<file path="src/emc_sync.sv">
package emc_pkg;
  // bus clock figures: nominal 8.33 MHz, local clock 50 MHz
  localparam int SYS_PERIOD_PS   = 20000;
  localparam int BCLK_PERIOD_PS  = 120000;
  // local cycles per nominal bus clock, rounded down
  localparam int CLKS_PER_BCLK   = BCLK_PERIOD_PS / SYS_PERIOD_PS;
  // bus clock edges from grant sampled to driving the bus
  localparam int GRANT_DELAY_BCLKS = 2;
  // longest hold of the bus after preemption, in bus clocks
  localparam int RELEASE_BCLKS   = 64;
  // width of the bus clock edge counter
  localparam int CNT_W           = 7;
  // number of pin inputs passing through the synchroniser
  localparam int SYNC_W          = 7;
  // synchroniser bit positions
  localparam int S_BCLK          = 0;
  localparam int S_START         = 1;
  localparam int S_CMD           = 2;
  localparam int S_AEN           = 3;
  localparam int S_SLBURST       = 4;
  localparam int S_EX32          = 5;
  localparam int S_MAK           = 6;
  // reset value of all active-low pins held idle
  localparam logic [SYNC_W-1:0] SYNC_RESET = 7'h7E;

  typedef enum logic [2:0] {
    EMC_IDLE,
    EMC_REQ,
    EMC_GRANT,
    EMC_START,
    EMC_DATA
  } emc_state_t;
endpackage

module emc_sync #(
  parameter int W = emc_pkg::SYNC_W,
  parameter logic [W-1:0] RST_VAL = emc_pkg::SYNC_RESET
) (
  // clock and reset
  input  wire logic         clk_sys,
  input  wire logic         rst,
  // asynchronous inputs and their synchronised copies
  input  wire logic [W-1:0] d,
  output logic      [W-1:0] q
);
  logic [W-1:0] meta;

  always_ff @(posedge clk_sys or posedge rst) begin
    if (rst) begin
      meta <= RST_VAL;
      q    <= RST_VAL;
    end else begin
      meta <= d;
      q    <= meta;
    end
  end
endmodule // emc_sync

</file>
<file path="src/emc_master_ctl.sv">
// Notes on behaviour
// - sixteen-bit capability strobe rides with start
// - downshift on memory burst, ex32 off, slburst on
// - slave decode only while address enable low
// - address enable taken at command fall, master ignores
// - slburst sampled after start, burst strobe next fall
// - slburst negated gives non-burst or mismatched cycles
// - burst strobe never driven as slave, floats reset
// - lock held through whole locked exchange
// - drive bus on fall two bus clocks after grant
// - write request waits for full channel fifo
// - read request at once unless slave cycle active
// - bus request high after reset
// - grant sampled only on bus clock falling edges
// - release bus within 64 bus clocks of preemption
// - interrupt edge or level, open collector level
// - interrupt resets to level mode, floating
// - bus timing follows bus clock edges, stretch-safe, except mreq_n assert and xfer_done release
// - ex32 sampled at the rise that ends start
module emc_master_ctl #(
  parameter int RELEASE_BCLKS = emc_pkg::RELEASE_BCLKS
) (
  // clock and reset
  input  wire logic clk_sys,
  input  wire logic rst,
  // bus pins, inputs
  input  wire logic bclk,
  input  wire logic start_n_in,
  input  wire logic cmd_n,
  input  wire logic aen,
  input  wire logic slburst_n,
  input  wire logic ex32_n,
  input  wire logic mak_n,
  // bus pins, outputs, all but mreq_n with enables
  output logic      mreq_n,
  output logic      start_n_out,
  output logic      start_oe,
  output logic      master16_n_out,
  output logic      master16_oe,
  output logic      msburst_n_out,
  output logic      msburst_oe,
  output logic      lock_n_out,
  output logic      lock_oe,
  output logic      system_interrupt_out,
  output logic      system_interrupt_oe,
  // local transfer request
  input  wire logic xfer_req,
  input  wire logic xfer_write,
  input  wire logic xfer_mem_burst,
  input  wire logic xfer_locked,
  input  wire logic fifo_full,
  input  wire logic xfer_done,
  // local slave decode
  input  wire logic slave_addr_match,
  // local interrupt control
  input  wire logic irq_event,
  input  wire logic irq_clear,
  input  wire logic irq_mode_wr,
  input  wire logic irq_mode_edge,
  // status
  output logic      drive_bus,
  output logic      burst_mode,
  output logic      downshift16,
  output logic      mismatch_cycle,
  output logic      slave_io_select,
  output logic      preempted
);
  logic [emc_pkg::SYNC_W-1:0] sync_q;
  logic                       bclk_d;
  logic                       cmd_d;
  logic                       bclk_rise;
  logic                       bclk_fall;
  logic                       cmd_fall;
  logic                       cmd_rise;
  logic                       aen_s;
  logic                       slburst_s;
  logic                       ex32_s;
  logic                       mak_s;
  emc_pkg::emc_state_t        state;
  logic [emc_pkg::CNT_W-1:0]  cnt;
  logic                       start_on;
  logic                       master16_on;
  logic                       msburst_on;
  logic                       lock_on;
  logic                       slb_seen;
  logic                       x_mem;
  logic                       x_lock;
  logic                       owning;
  logic                       req_ok;
  logic                       irq_edge;
  logic                       irq_pending;

  // every bus pin passes two flops before use
  emc_sync #(
    .W       (emc_pkg::SYNC_W),
    .RST_VAL (emc_pkg::SYNC_RESET)
  ) u_sync (
    .clk_sys (clk_sys),
    .rst     (rst),
    .d       ({mak_n, ex32_n, slburst_n, aen, cmd_n, start_n_in, bclk}),
    .q       (sync_q)
  );

  assign aen_s     = sync_q[emc_pkg::S_AEN];
  assign slburst_s = sync_q[emc_pkg::S_SLBURST];
  assign ex32_s    = sync_q[emc_pkg::S_EX32];
  assign mak_s     = sync_q[emc_pkg::S_MAK];

  // edges seen on the synchronised copies, so stretched periods are harmless
  always_ff @(posedge clk_sys or posedge rst) begin
    if (rst) begin
      bclk_d <= 1'b0;
      cmd_d  <= 1'b1;
    end else begin
      bclk_d <= sync_q[emc_pkg::S_BCLK];
      cmd_d  <= sync_q[emc_pkg::S_CMD];
    end
  end

  assign bclk_rise = sync_q[emc_pkg::S_BCLK] & ~bclk_d;
  assign bclk_fall = ~sync_q[emc_pkg::S_BCLK] & bclk_d;
  assign cmd_fall  = ~sync_q[emc_pkg::S_CMD] & cmd_d;
  assign cmd_rise  = sync_q[emc_pkg::S_CMD] & ~cmd_d;

  assign owning = (state != emc_pkg::EMC_IDLE) && (state != emc_pkg::EMC_REQ);
  // writes wait for a full fifo, reads only for a free slave side
  assign req_ok = xfer_req && (xfer_write ? fifo_full : !slave_io_select);

  // master cycle sequencing
  always_ff @(posedge clk_sys or posedge rst) begin
    if (rst) begin
      state          <= emc_pkg::EMC_IDLE;
      mreq_n         <= 1'b1;
      drive_bus      <= 1'b0;
      start_on       <= 1'b0;
      master16_on    <= 1'b0;
      msburst_on     <= 1'b0;
      lock_on        <= 1'b0;
      burst_mode     <= 1'b0;
      downshift16    <= 1'b0;
      mismatch_cycle <= 1'b0;
      slb_seen       <= 1'b0;
      x_mem          <= 1'b0;
      x_lock         <= 1'b0;
      preempted      <= 1'b0;
      cnt            <= '0;
    end else begin
      case (state)
        emc_pkg::EMC_IDLE: begin
          if (req_ok) begin
            mreq_n <= 1'b0;
            x_mem  <= xfer_mem_burst;
            x_lock <= xfer_locked;
            state  <= emc_pkg::EMC_REQ;
          end
        end
        emc_pkg::EMC_REQ: begin
          if (bclk_fall && !mak_s) begin
            cnt   <= '0;
            state <= emc_pkg::EMC_GRANT;
          end
        end
        emc_pkg::EMC_GRANT: begin
          if (bclk_fall) begin
            if (cnt == emc_pkg::CNT_W'(emc_pkg::GRANT_DELAY_BCLKS - 1)) begin
              // address and lock lead, start follows on the next rise
              drive_bus <= 1'b1;
              lock_on   <= x_lock;
              cnt       <= '0;
              state     <= emc_pkg::EMC_START;
            end else begin
              cnt <= cnt + 1'b1;
            end
          end
        end
        emc_pkg::EMC_START: begin
          // start spans one full period, rise to rise
          if (bclk_rise && !start_on) begin
            start_on    <= 1'b1;
            master16_on <= x_mem;
          end
          if (bclk_rise && start_on) begin
            start_on       <= 1'b0;
            master16_on    <= 1'b0;
            slb_seen       <= !slburst_s;
            burst_mode     <= !slburst_s;
            downshift16    <= !slburst_s && ex32_s && x_mem;
            mismatch_cycle <= slburst_s && ex32_s;
            state          <= emc_pkg::EMC_DATA;
          end
        end
        emc_pkg::EMC_DATA: begin
          // burst strobe on the first fall after start ends
          if (bclk_fall && slb_seen) begin
            msburst_on <= 1'b1;
          end
          // grant drop is only a request; we finish or give up in time
          if (bclk_fall && mak_s) begin
            preempted <= 1'b1;
          end
          if (bclk_fall && preempted) begin
            cnt <= cnt + 1'b1;
          end
          if (xfer_done || (bclk_fall && preempted &&
              cnt == emc_pkg::CNT_W'(RELEASE_BCLKS - 2))) begin
            mreq_n         <= 1'b1;
            drive_bus      <= 1'b0;
            msburst_on     <= 1'b0;
            lock_on        <= 1'b0;
            burst_mode     <= 1'b0;
            downshift16    <= 1'b0;
            mismatch_cycle <= 1'b0;
            preempted      <= 1'b0;
            state          <= emc_pkg::EMC_IDLE;
          end
        end
        default: begin
          state <= emc_pkg::EMC_IDLE;
        end
      endcase
    end
  end

  // slave decode, address enable taken at command fall only
  always_ff @(posedge clk_sys or posedge rst) begin
    if (rst) begin
      slave_io_select <= 1'b0;
    end else if (cmd_fall) begin
      slave_io_select <= !aen_s && slave_addr_match && !owning;
    end else if (cmd_rise) begin
      slave_io_select <= 1'b0;
    end
  end

  // interrupt mode and pending flag; a new event beats a clear
  always_ff @(posedge clk_sys or posedge rst) begin
    if (rst) begin
      irq_edge    <= 1'b0;
      irq_pending <= 1'b0;
    end else begin
      if (irq_mode_wr) begin
        irq_edge <= irq_mode_edge;
      end
      if (irq_event) begin
        irq_pending <= 1'b1;
      end else if (irq_clear) begin
        irq_pending <= 1'b0;
      end
    end
  end

  // pin drivers; open-collector pins only ever pull low
  assign start_n_out          = !start_on;
  assign start_oe             = drive_bus;
  assign master16_n_out       = 1'b0;
  assign master16_oe          = master16_on;
  assign msburst_n_out        = !msburst_on;
  assign msburst_oe           = drive_bus;
  assign lock_n_out           = !lock_on;
  assign lock_oe              = drive_bus;
  assign system_interrupt_out = irq_edge ? irq_pending : 1'b0;
  assign system_interrupt_oe  = irq_edge ? 1'b1 : irq_pending;

  property p_master16_with_start;
    @(posedge clk_sys) disable iff (rst)
      master16_oe |-> (start_oe && !start_n_out);
  endproperty
  master16_start_a: assert property (p_master16_with_start)
    else $error("sixteen-bit strobe without start");

  // independent counts, so the timing checks do not reuse the logic
  logic [emc_pkg::CNT_W-1:0] rel_falls;
  logic [1:0]                start_rises;

  always_ff @(posedge clk_sys or posedge rst) begin
    if (rst) begin
      rel_falls <= '0;
    end else if (!preempted) begin
      rel_falls <= '0;
    end else if (bclk_fall) begin
      rel_falls <= rel_falls + 1'b1;
    end
  end

  always_ff @(posedge clk_sys or posedge rst) begin
    if (rst) begin
      start_rises <= '0;
    end else if (!start_on) begin
      start_rises <= '0;
    end else if (bclk_rise) begin
      start_rises <= start_rises + 2'h1;
    end
  end

  start_len_a: assert property (
    @(posedge clk_sys) disable iff (rst)
      $fell(start_on) |-> start_rises == 2'h1)
    else $error("start not held for one bus clock");

  downshift_cond_a: assert property (
    @(posedge clk_sys) disable iff (rst)
      $rose(downshift16) |-> burst_mode && x_mem && $past(ex32_s))
    else $error("downshift outside memory burst");

  slave_aen_a: assert property (
    @(posedge clk_sys) disable iff (rst)
      $rose(slave_io_select) |-> $past(cmd_fall && !aen_s))
    else $error("slave select without address enable low at command");

  master_ignore_a: assert property (
    @(posedge clk_sys) disable iff (rst)
      $past(owning) |-> !$rose(slave_io_select))
    else $error("slave decode while bus master");

  msburst_fall_a: assert property (
    @(posedge clk_sys) disable iff (rst)
      $rose(msburst_on) |-> $past(bclk_fall) && slb_seen)
    else $error("burst strobe off a falling edge");

  no_burst_a: assert property (
    @(posedge clk_sys) disable iff (rst)
      (state == emc_pkg::EMC_DATA && !burst_mode) |-> !msburst_on)
    else $error("burst strobe in non-burst cycle");

  msburst_slave_a: assert property (
    @(posedge clk_sys) disable iff (rst)
      !owning |-> !msburst_oe)
    else $error("burst strobe driven as slave");

  lock_hold_a: assert property (
    @(posedge clk_sys) disable iff (rst)
      (state == emc_pkg::EMC_DATA && x_lock) |-> (lock_oe && !lock_n_out))
    else $error("lock dropped inside exchange");

  grant_drive_a: assert property (
    @(posedge clk_sys) disable iff (rst)
      $rose(drive_bus) |-> $past(bclk_fall) && !mreq_n)
    else $error("bus driven off a falling edge");

  req_gate_a: assert property (
    @(posedge clk_sys) disable iff (rst)
      $fell(mreq_n) |-> $past(xfer_write ? fifo_full : !slave_io_select))
    else $error("bus request without its condition");

  idle_mreq_a: assert property (
    @(posedge clk_sys) disable iff (rst)
      (state == emc_pkg::EMC_IDLE) |-> mreq_n)
    else $error("bus request while idle");

  release_bound_a: assert property (
    @(posedge clk_sys) disable iff (rst)
      preempted |-> rel_falls < emc_pkg::CNT_W'(RELEASE_BCLKS - 1))
    else $error("bus held too long after preemption");

  irq_float_a: assert property (
    @(posedge clk_sys) disable iff (rst)
      (!irq_edge && !irq_pending) |-> !system_interrupt_oe)
    else $error("level interrupt driven while idle");

  burst_c: cover property (@(posedge clk_sys) disable iff (rst)
      $rose(burst_mode));
  downshift_c: cover property (@(posedge clk_sys) disable iff (rst)
      $rose(downshift16));
  preempt_c: cover property (@(posedge clk_sys) disable iff (rst)
      preempted ##1 !preempted);
  slave_c: cover property (@(posedge clk_sys) disable iff (rst)
      $rose(slave_io_select));
endmodule // emc_master_ctl

</file>
<file path="config.mk">
export PLATFORM = sky130hd
export DESIGN_NAME = emc_master_ctl
export DESIGN_NICKNAME = d
export VERILOG_FILES = /design/src/emc_sync.sv /design/src/emc_master_ctl.sv
export SDC_FILE = /design/constraint.sdc
export NUM_CORES = 1
export LEC_CHECK = 0
export BUFFER_PORTS_ARGS = -buffer_cell sky130_fd_sc_hd__buf_2
export CORE_ASPECT_RATIO = 1.75
export CORE_MARGIN = 5
export CORE_UTILIZATION = 54
export CTS_CLUSTER_SIZE = 30
export DETAILED_ROUTE_END_ITERATION = 12
export PLACE_DENSITY = 0.79
export SETUP_SLACK_MARGIN = 0.05
export SKIP_CTS_REPAIR_TIMING = 1
export SLEW_MARGIN = 25
export SYNTH_ARGS = -nofsm -noshare
export SYNTH_HDL_FRONTEND = slang
export SYNTH_SLANG_ARGS = --single-unit
</file>
<file path="constraint.sdc">
create_clock -name clk_sys -period 2 [get_ports clk_sys]
set_input_delay 0.4 -clock clk_sys [delete_from_list [all_inputs] [get_ports clk_sys]]
set_output_delay 0.4 -clock clk_sys [all_outputs]
set_load 0.005 [all_outputs]
</file>
==> metrics.md, run 1 <==
| Metric | Value |
|---|---|
| Hpwl dp | 2.951 mm |
| H-Tree Level Count | 2 |
| Remaining antenna violation count after routing | 0 |
| Number of diodes | 0 |
| Async S/R FF share, synth | 1.000 |
| Total of fill cells in the finished design | 268 |
| Cell area after synthesis | 0.001827 sq mm |
| Max Root-Sink Buffers | 2 |
| Worst Path Arrival | 2.04 ns |
| Detail-routed via count per cell | around 5.4 |
| Number of nets at the end of the flow | between 200 and 250 |
| Grt ovf | 0 |
| Number of DRC violations after detailed-routing iteration 0 | 20 |
| Crit path capture type | register |
| Number of CTS-inserted buffers | 5 |
| Die Ht | 86.94 um |
| Multi-input logic area | between 700 and 800 sq um |
| Int Power | 1.466 mW |
| GRT Resource Usage Total | 0.1997 |
| Placeable core region | 0.003328 sq mm |
| WL per Instance | 15.02 um |
| Clock-pin slew on the worst setup and hold paths | 0.08 ns |
| Row Count | 28 |
| Buffers plus inverters on the worst setup path | 1 |
| Number of global-route vias before repair | roughly 1.5k |
| Main synth FF type | sky130_fd_sc_hd__dfrtp_1 |
| Setup_tns | 0 ns |
| Top cell family by delay on the critical path | simple AND/OR/NAND/NOR gates |
| Largest voltage drop on the vdd net | 0.7040 mV |
| Fraction of final layout cells with drive strength greater than 1 | 0.3615 |
| Storage element area | approximately 0.001 sq mm |
| Vias after detailed routing | 1404 |
| Post-synthesis to final-layout area growth | 19.04% |
| CTS sink cnt | 40 |
| Psw | around 0.65 mW |
| Post-synthesis instance total | 168 |
| Antenna violations before repair | 0 |
| Final Slew Violations | 0 |
| Proportion of power drawn by combinational gates | 0.254 |
| Buffer cell driving the clock tree root | sky130_fd_sc_hd__clkbuf_8 |
| Initial Util | 0.5489 |
| Fraction of synthesized cell area taken by the top area cell type | 0.3836 |
| Width of the die | about 54 um |
| Minimum clock period | 1.825 ns |
| Largest fanout on the critical path | 13 |
| Mean instance size in the synthesized netlist | 10.87 sq um |
| Count of state elements after synthesis | 40 |
| Design Power | between 2 and 2.5 mW |
| Number of buffers added on ports | 34 |
| Post-synth EDFFs | 0 |
| TritonCTS clock tree | built |
| Static leakage power | 0.9995 nW |
| Part of the power in the clock network | 0.249 |
| Share of power burned in registers | 0.497 |
| Setup repair after global routing missed its margin | false |
| Largest cells by area after synthesis | sky130_fd_sc_hd__dfrtp_1 (38%), sky130_fd_sc_hd__dfstp_2 (17%), sky130_fd_sc_hd__nand2_1 (3.3%), sky130_fd_sc_hd__inv_1 (2.9%), sky130_fd_sc_hd__ha_1 (2.7%) |
| Portion of the clock cycle consumed by the worst path in the final layout | 0.9123 |
| Synth top cells by count | sky130_fd_sc_hd__dfrtp_1 (28), sky130_fd_sc_hd__nand2_1 (16), sky130_fd_sc_hd__inv_1 (14) |
| Number of optimization iterations in the first detailed-route pass | 4 |
| Number of unique standard cell types used by synthesis | 46 |
| DRC violation count after routing | 0 |
| Type of the worst min-delay path | in -> reg |
| CP startpoint kind | register |
| Total wire length after detailed routing | slightly below 4 mm |
| Wire length of the first global-routing pass | ~6.7 mm |
| Maximum number of pins on one net before global-route repair | 41 |
| Sequential share of the synthesized area | 0.5562 |
| Critical-path top delay cell | sky130_fd_sc_hd__or4_1 |
| Final clock skew | approximately 0.0043 ns |
| Data required, critical path | 2.21 ns |
| Final estimated routing congestion in global placement | around 0.85 |
| I/O pin count | 37 |
| Area of the die | 0.004692 sq mm |
| CP Class | reg -> reg |
| Final hold viol count | 0 |
| Number of nets in the synthesized netlist | 192 |
| Most repeated cell in the gate-level netlist after synthesis | sky130_fd_sc_hd__dfrtp_1 |
| Warnings from Yosys | 0 |
| Maximum clock rate | 548.1 MHz |
| Max-cap violations | 0 |
| Result of the run | finished, final reports clean |
| Largest stage delay on the critical path | ~0.51 ns |
| Cells along the critical path | nor4b_4 > o31ai_1 > buf_4 > or4_1 > a21oi_1 |
| Clock insertion delay at the later pin of the skew report | 0.29 ns |
| Switching power share of the total | 0.3067 |
| Power per cell area | between 900 and 1000 mW/mm^2 |
| Yosys top cell by area | sky130_fd_sc_hd__dfrtp_1 |
| Setup violations, final | 0 |
==> worst reg2reg max path, stage by stage (launching register included) <==
cell and delay [ns]:
sky130_fd_sc_hd__dfrtp_1 0.47, sky130_fd_sc_hd__nor4b_4 0.30, sky130_fd_sc_hd__o31ai_1 0.11, sky130_fd_sc_hd__buf_4 0.18, sky130_fd_sc_hd__or4_1 0.51, sky130_fd_sc_hd__a21oi_1 0.18
==> flip-flops by register name, summed over array words and instances (netlist names), 3 cells and up <==
register     count
cnt              7
u_sync.meta      6
u_sync.q         6
state            3
==> layer usage <==
metal	up-vias	routed length (um)	track usage
met2	38	2180	0.3344
met5	-	0	0
li1	670	-	-
met3	17	123	0.04288
met1	679	1328	0.2109
met4	0	241	0.1419
==> power by group through the flow <==
| stage | clock network [mW] | logic (mW) | registers, mW |
|---|---|---|---|
| 6_report | 0.527 | 0.536 | 1.05 |
| 5_1_grt | 0.588 | 0.605 | 1.07 |
| 4_1_cts | 0.553 | 0.533 | 1.05 |
| 3_5_place_dp | 0 | 0.526 | 1.07 |
| 3_3_place_gp | 0 | 0.506 | 1.06 |
| 2_1_floorplan | 0 | 0.329 | 1.05 |
==> final timing paths <==
path,cells after the start,slack (ns),from,to
worst max-delay path,5,0.18,state[1],cnt[5]
worst min register to register,0,0.35,u_sync.meta[0],u_sync.q[0]
min in group asynchronous,3,0.22,rst,slave_io_select
max in group asynchronous,3,1.41,rst,u_sync.meta[6]
worst min-delay path,1,0.20,ex32_n,u_sync.meta[5]
worst max register to register,5,0.18,state[1],cnt[5]
==> cell usage in the layout, fill, tap and decap left out, types with 3 or more instances in the layout <==
| cell type | synthesis | routed |
|---|---|---|
| sky130_fd_sc_hd__buf_2 | 1 | 34 |
| sky130_fd_sc_hd__dfrtp_1 | 28 | 27 |
| sky130_fd_sc_hd__nand2_1 | 16 | 16 |
| sky130_fd_sc_hd__inv_1 | 14 | 14 |
| sky130_fd_sc_hd__dfstp_2 | 12 | 12 |
| sky130_fd_sc_hd__buf_4 | 5 | 11 |
| sky130_fd_sc_hd__a21oi_1 | 9 | 9 |
| sky130_fd_sc_hd__o21ai_0 | 7 | 7 |
| sky130_fd_sc_hd__nand2b_1 | 7 | 7 |
| sky130_fd_sc_hd__nor2b_1 | 5 | 5 |
| sky130_fd_sc_hd__o22ai_1 | 5 | 5 |
| sky130_fd_sc_hd__clkbuf_8 | 0 | 5 |
| sky130_fd_sc_hd__nand3_1 | 4 | 4 |
| sky130_fd_sc_hd__nor2_1 | 4 | 4 |
| sky130_fd_sc_hd__ha_1 | 4 | 4 |
| sky130_fd_sc_hd__o31ai_1 | 3 | 3 |
| sky130_fd_sc_hd__nor3_1 | 3 | 3 |
| sky130_fd_sc_hd__mux2_2 | 3 | 3 |
| sky130_fd_sc_hd__nand4_1 | 3 | 3 |
==> area by class of cell <==
type | instances | share of cell area
clock buffers | 6 | 0.03337
clock inverters | 2 | 0.007480
inverters | 14 | 0.02417
multi-input cells | 106 | 0.3251
flip-flops and latches | 40 | 0.4678
well taps | 45 | 0.02589
repair buffers | 45 | 0.1162
==> cell families (layout without fill, tap and decap cells) <==
kind of cell,after synthesis,count (layout),synth area share
and+or+nand+nor,59,59,0.1897
DFF,40,40,0.5562
AOI/OAI and AO/OA,37,37,0.1363
buffers and inverters,22,67,0.06027
adders and majority gates,4,4,0.02740
muxes,3,3,0.01849
xor gates and xnor gates,2,2,0.009591
other,1,1,0.002053
==> per-stage QoR <==
step / util / cells / hold WS (ns) / cell area (sq um) / worst slack, ns
after floorplan: - / 168 / 0.3312 / 1827 / 0.3977
after global placement: 0.6244 / 250 / 0.3329 / 2078 / 0.2721
after detailed placement: 0.6244 / 250 / 0.3356 / 2078 / 0.1806
after CTS: 0.6511 / 258 / 0.1890 / 2167 / 0.1685
after global routing: 0.6534 / 258 / 0.1773 / 2175 / 0.06970
final: 0.6534 / 258 / 0.2035 / 2175 / 0.1754
No activity file was read; power rests on OpenSTA's default activity.
==> run 2: changes to the inputs <==
PLACE_DENSITY = unset   (was 0.79)
PLACE_DENSITY_LB_ADDON = 0.25   (was unset)
SKIP_LAST_GASP = 1   (was unset)
SYNTH_HIERARCHICAL = 1   (was unset)
==> run 2 against run 1 <==
Critical endpoint is now cnt[6]. Synthesized cell count down 1.2%. Final area down 0.17%. First-iteration DRC count is 40% higher. Hold slack got worse by 0.11 ns. Clock power decreased by 2%. Final cell count down 1.9%. Sequential share of layout area about the same. Highest routed layer unchanged. Critical path depth up 1.
==> metrics.md, run 2 <==
| Metric | Value |
|---|---|
| Crit path capture type | register |
| Worst Path Arrival | about 2 ns |
| Met2 usage | 0.3282 |
| Placeable core region | 0.003363 sq mm |
| Area of the die | about 0.0047 sq mm |
| Number of nets at the end of the flow | 231 |
| Number of global-route vias before repair | 1515 |
| CP Class | reg -> reg |
| Met3 track demand over resource | 0.04631 |
| Clock insertion delay at the later pin of the skew report | 0.29 ns |
| Setup_tns | 0 ns |
| Final Slew Violations | 0 |
| Grt ovf | 0 |
| Terminus of the critical flop-to-flop path | cnt[6] |
| R2R depth | 6 |
| Max reg flops | 7 |
| Number of DRC violations after detailed-routing iteration 0 | 28 |
| Static leakage power | 1.002 nW |
| Fraction of final layout cells with drive strength greater than 1 | 0.3462 |
| Total wire length after detailed routing | 3.824 mm |
| Portion of the clock cycle consumed by the worst path in the final layout | 0.8887 |
| Cells along the critical path | inv_1 > ha_1 > nor2b_1 > a311oi_4 > nand2b_4 > o41ai_2 |
| Initial Util | 0.5495 |
| Remaining antenna violation count after routing | 0 |
| Source of the worst register-to-register timing path | cnt[1] |
| Fraction of met1 tracks used by global routing | 0.1980 |
| Detail-routed via count per cell | 5.557 |
| Number of diodes | 0 |
| Top cell family by delay on the critical path | compound AO/OA/AOI/OAI gates |
| Maximum number of pins on one net before global-route repair | 29 |
| Final clock skew | 0.008427 ns |
| Largest fanout on the critical path | 6 |
| DRC violation count after routing | 0 |
| Result of the run | finished, final reports clean |
| Number of buffers added on ports | 34 |
| Post-place instance area | 0.002077 sq mm |
| Setup repair after global routing missed its margin | false |
| Data required, critical path | 2.19 ns |
| Top reg by flops | cnt |
| Maximum clock rate | 562.7 MHz |
| Hpwl dp | 2.961 mm |
| Total of fill cells in the finished design | 297 |
| Max-cap violations | 0 |
| Warnings from Yosys | 6 |
| Leading cell type in the layout, fill and taps excluded | sky130_fd_sc_hd__buf_2 |
| Number of CTS-inserted buffers | 5 |
| I/O pin count | 37 |
| Buffer cell driving the clock tree root | sky130_fd_sc_hd__clkbuf_8 |
| R2r setup slk | ~0.22 ns |
| Antenna violations before repair | 0 |
| CP startpoint kind | register |
| Setup violations, final | 0 |
| CTS sink cnt | 40 |
| Largest stage delay on the critical path | 0.44 ns |
| Type of the worst min-delay path | in -> async |
| Post-synthesis instance total | 166 |
| Power per cell area | 1083 mW/mm^2 |
| Wire length of the first global-routing pass | 6.548 mm |
| Final estimated routing congestion in global placement | 0.9305 |
| Minimum clock period | between 1.5 and 2 ns |
| Cell area after synthesis | 0.001848 sq mm |
| Die Ht | ~90 um |
| Number of nets in the synthesized netlist | 190 |
| Row Count | 28 |
| Critical-path top delay cell | sky130_fd_sc_hd__dfrtp_1 |
| Largest voltage drop on the vdd net | approximately 0.73 mV |
| Largest registers ranked by flip-flop count | cnt x7, u_sync/meta x6, u_sync/q x6 |
| H-Tree Level Count | 2 |
| Cell area after layout | 0.002171 sq mm |
| Number of optimization iterations in the first detailed-route pass | 4 |
| Max Root-Sink Buffers | 2 |
| Vias after detailed routing | 1406 |
| Post-synthesis to final-layout area growth | 17.47% |
| TritonCTS clock tree | built |
| Mean instance size in the synthesized netlist | about 11 sq um |
| WL per Instance | 15.11 um |
| Most frequent cells in the layout | sky130_fd_sc_hd__buf_2 (34), sky130_fd_sc_hd__dfrtp_1 (28), sky130_fd_sc_hd__inv_1 (15), sky130_fd_sc_hd__nand2_1 (12), sky130_fd_sc_hd__dfstp_2 (12) |
| GR peak layer | met2 |
| Clock-pin slew on the worst setup and hold paths | 0.07 ns |
| GRT Resource Usage Total | 0.1885 |
| Width of the die | 54.22 um |
| First element of the critical path | cnt[1] |
| Final hold viol count | 0 |
| Buffers plus inverters on the worst setup path | 1 |
run 2: layout make-up:
cell class                 instances  area, sq um  share of cell area
sequential                        40         1016              0.4680
multi-input combinational        104        732.0              0.3372
timing repair buffer              41        222.7              0.1026
clock buffer                       5        68.82             0.03170
inverter                          15        56.30             0.02594
tap                               45        56.30             0.02594
clock inverter                     3        18.77            0.008646
run 2: how the worst max path moves through the flow:
| stage | depth (start not counted) | end | slack, ns |
|---|---|---|---|
| final | 6 | cnt[6] | 0.22 |
| after global routing | 6 | cnt[6] | 0.1 |
| after CTS | 4 | cnt[6] | 0.16 |
| after detailed placement | 4 | cnt[6] | 0.19 |
| after global placement | 4 | cnt[6] | 0.28 |
| after floorplan | 5 | cnt[6] | 0.28 |
run 2: power by group:
| part | switching [mW] | internal, mW |
|---|---|---|
| Combinational | 0.363 | 0.333 |
| Sequential | 0.161 | 0.979 |
| Clock | 0.275 | 0.240 |
| Total | 0.799 | 1.55 |
run 2: metal layers:
layer / part of all wire / vias to the layer above
met3: 0.044 / 13
met2: 0.57 / 51
li1: - / 655
met1: 0.36 / 687
met4: 0.027 / 0
met5: 0 / -
run 2: per-stage QoR:
stage	hold WS, ns	utilization	setup slack (ns)	power [mW]	std cells
floorplan	0.2575	-	0.2805	1.590	166
finish	0.09725	0.6455	0.2227	2.351	253
CTS	0.09749	0.6436	0.1599	2.377	253
global placement	0.3318	0.6176	0.2807	1.775	245
global route	0.1285	0.6455	0.09989	2.515	253
detailed placement	0.3358	0.6176	0.1885	1.846	245
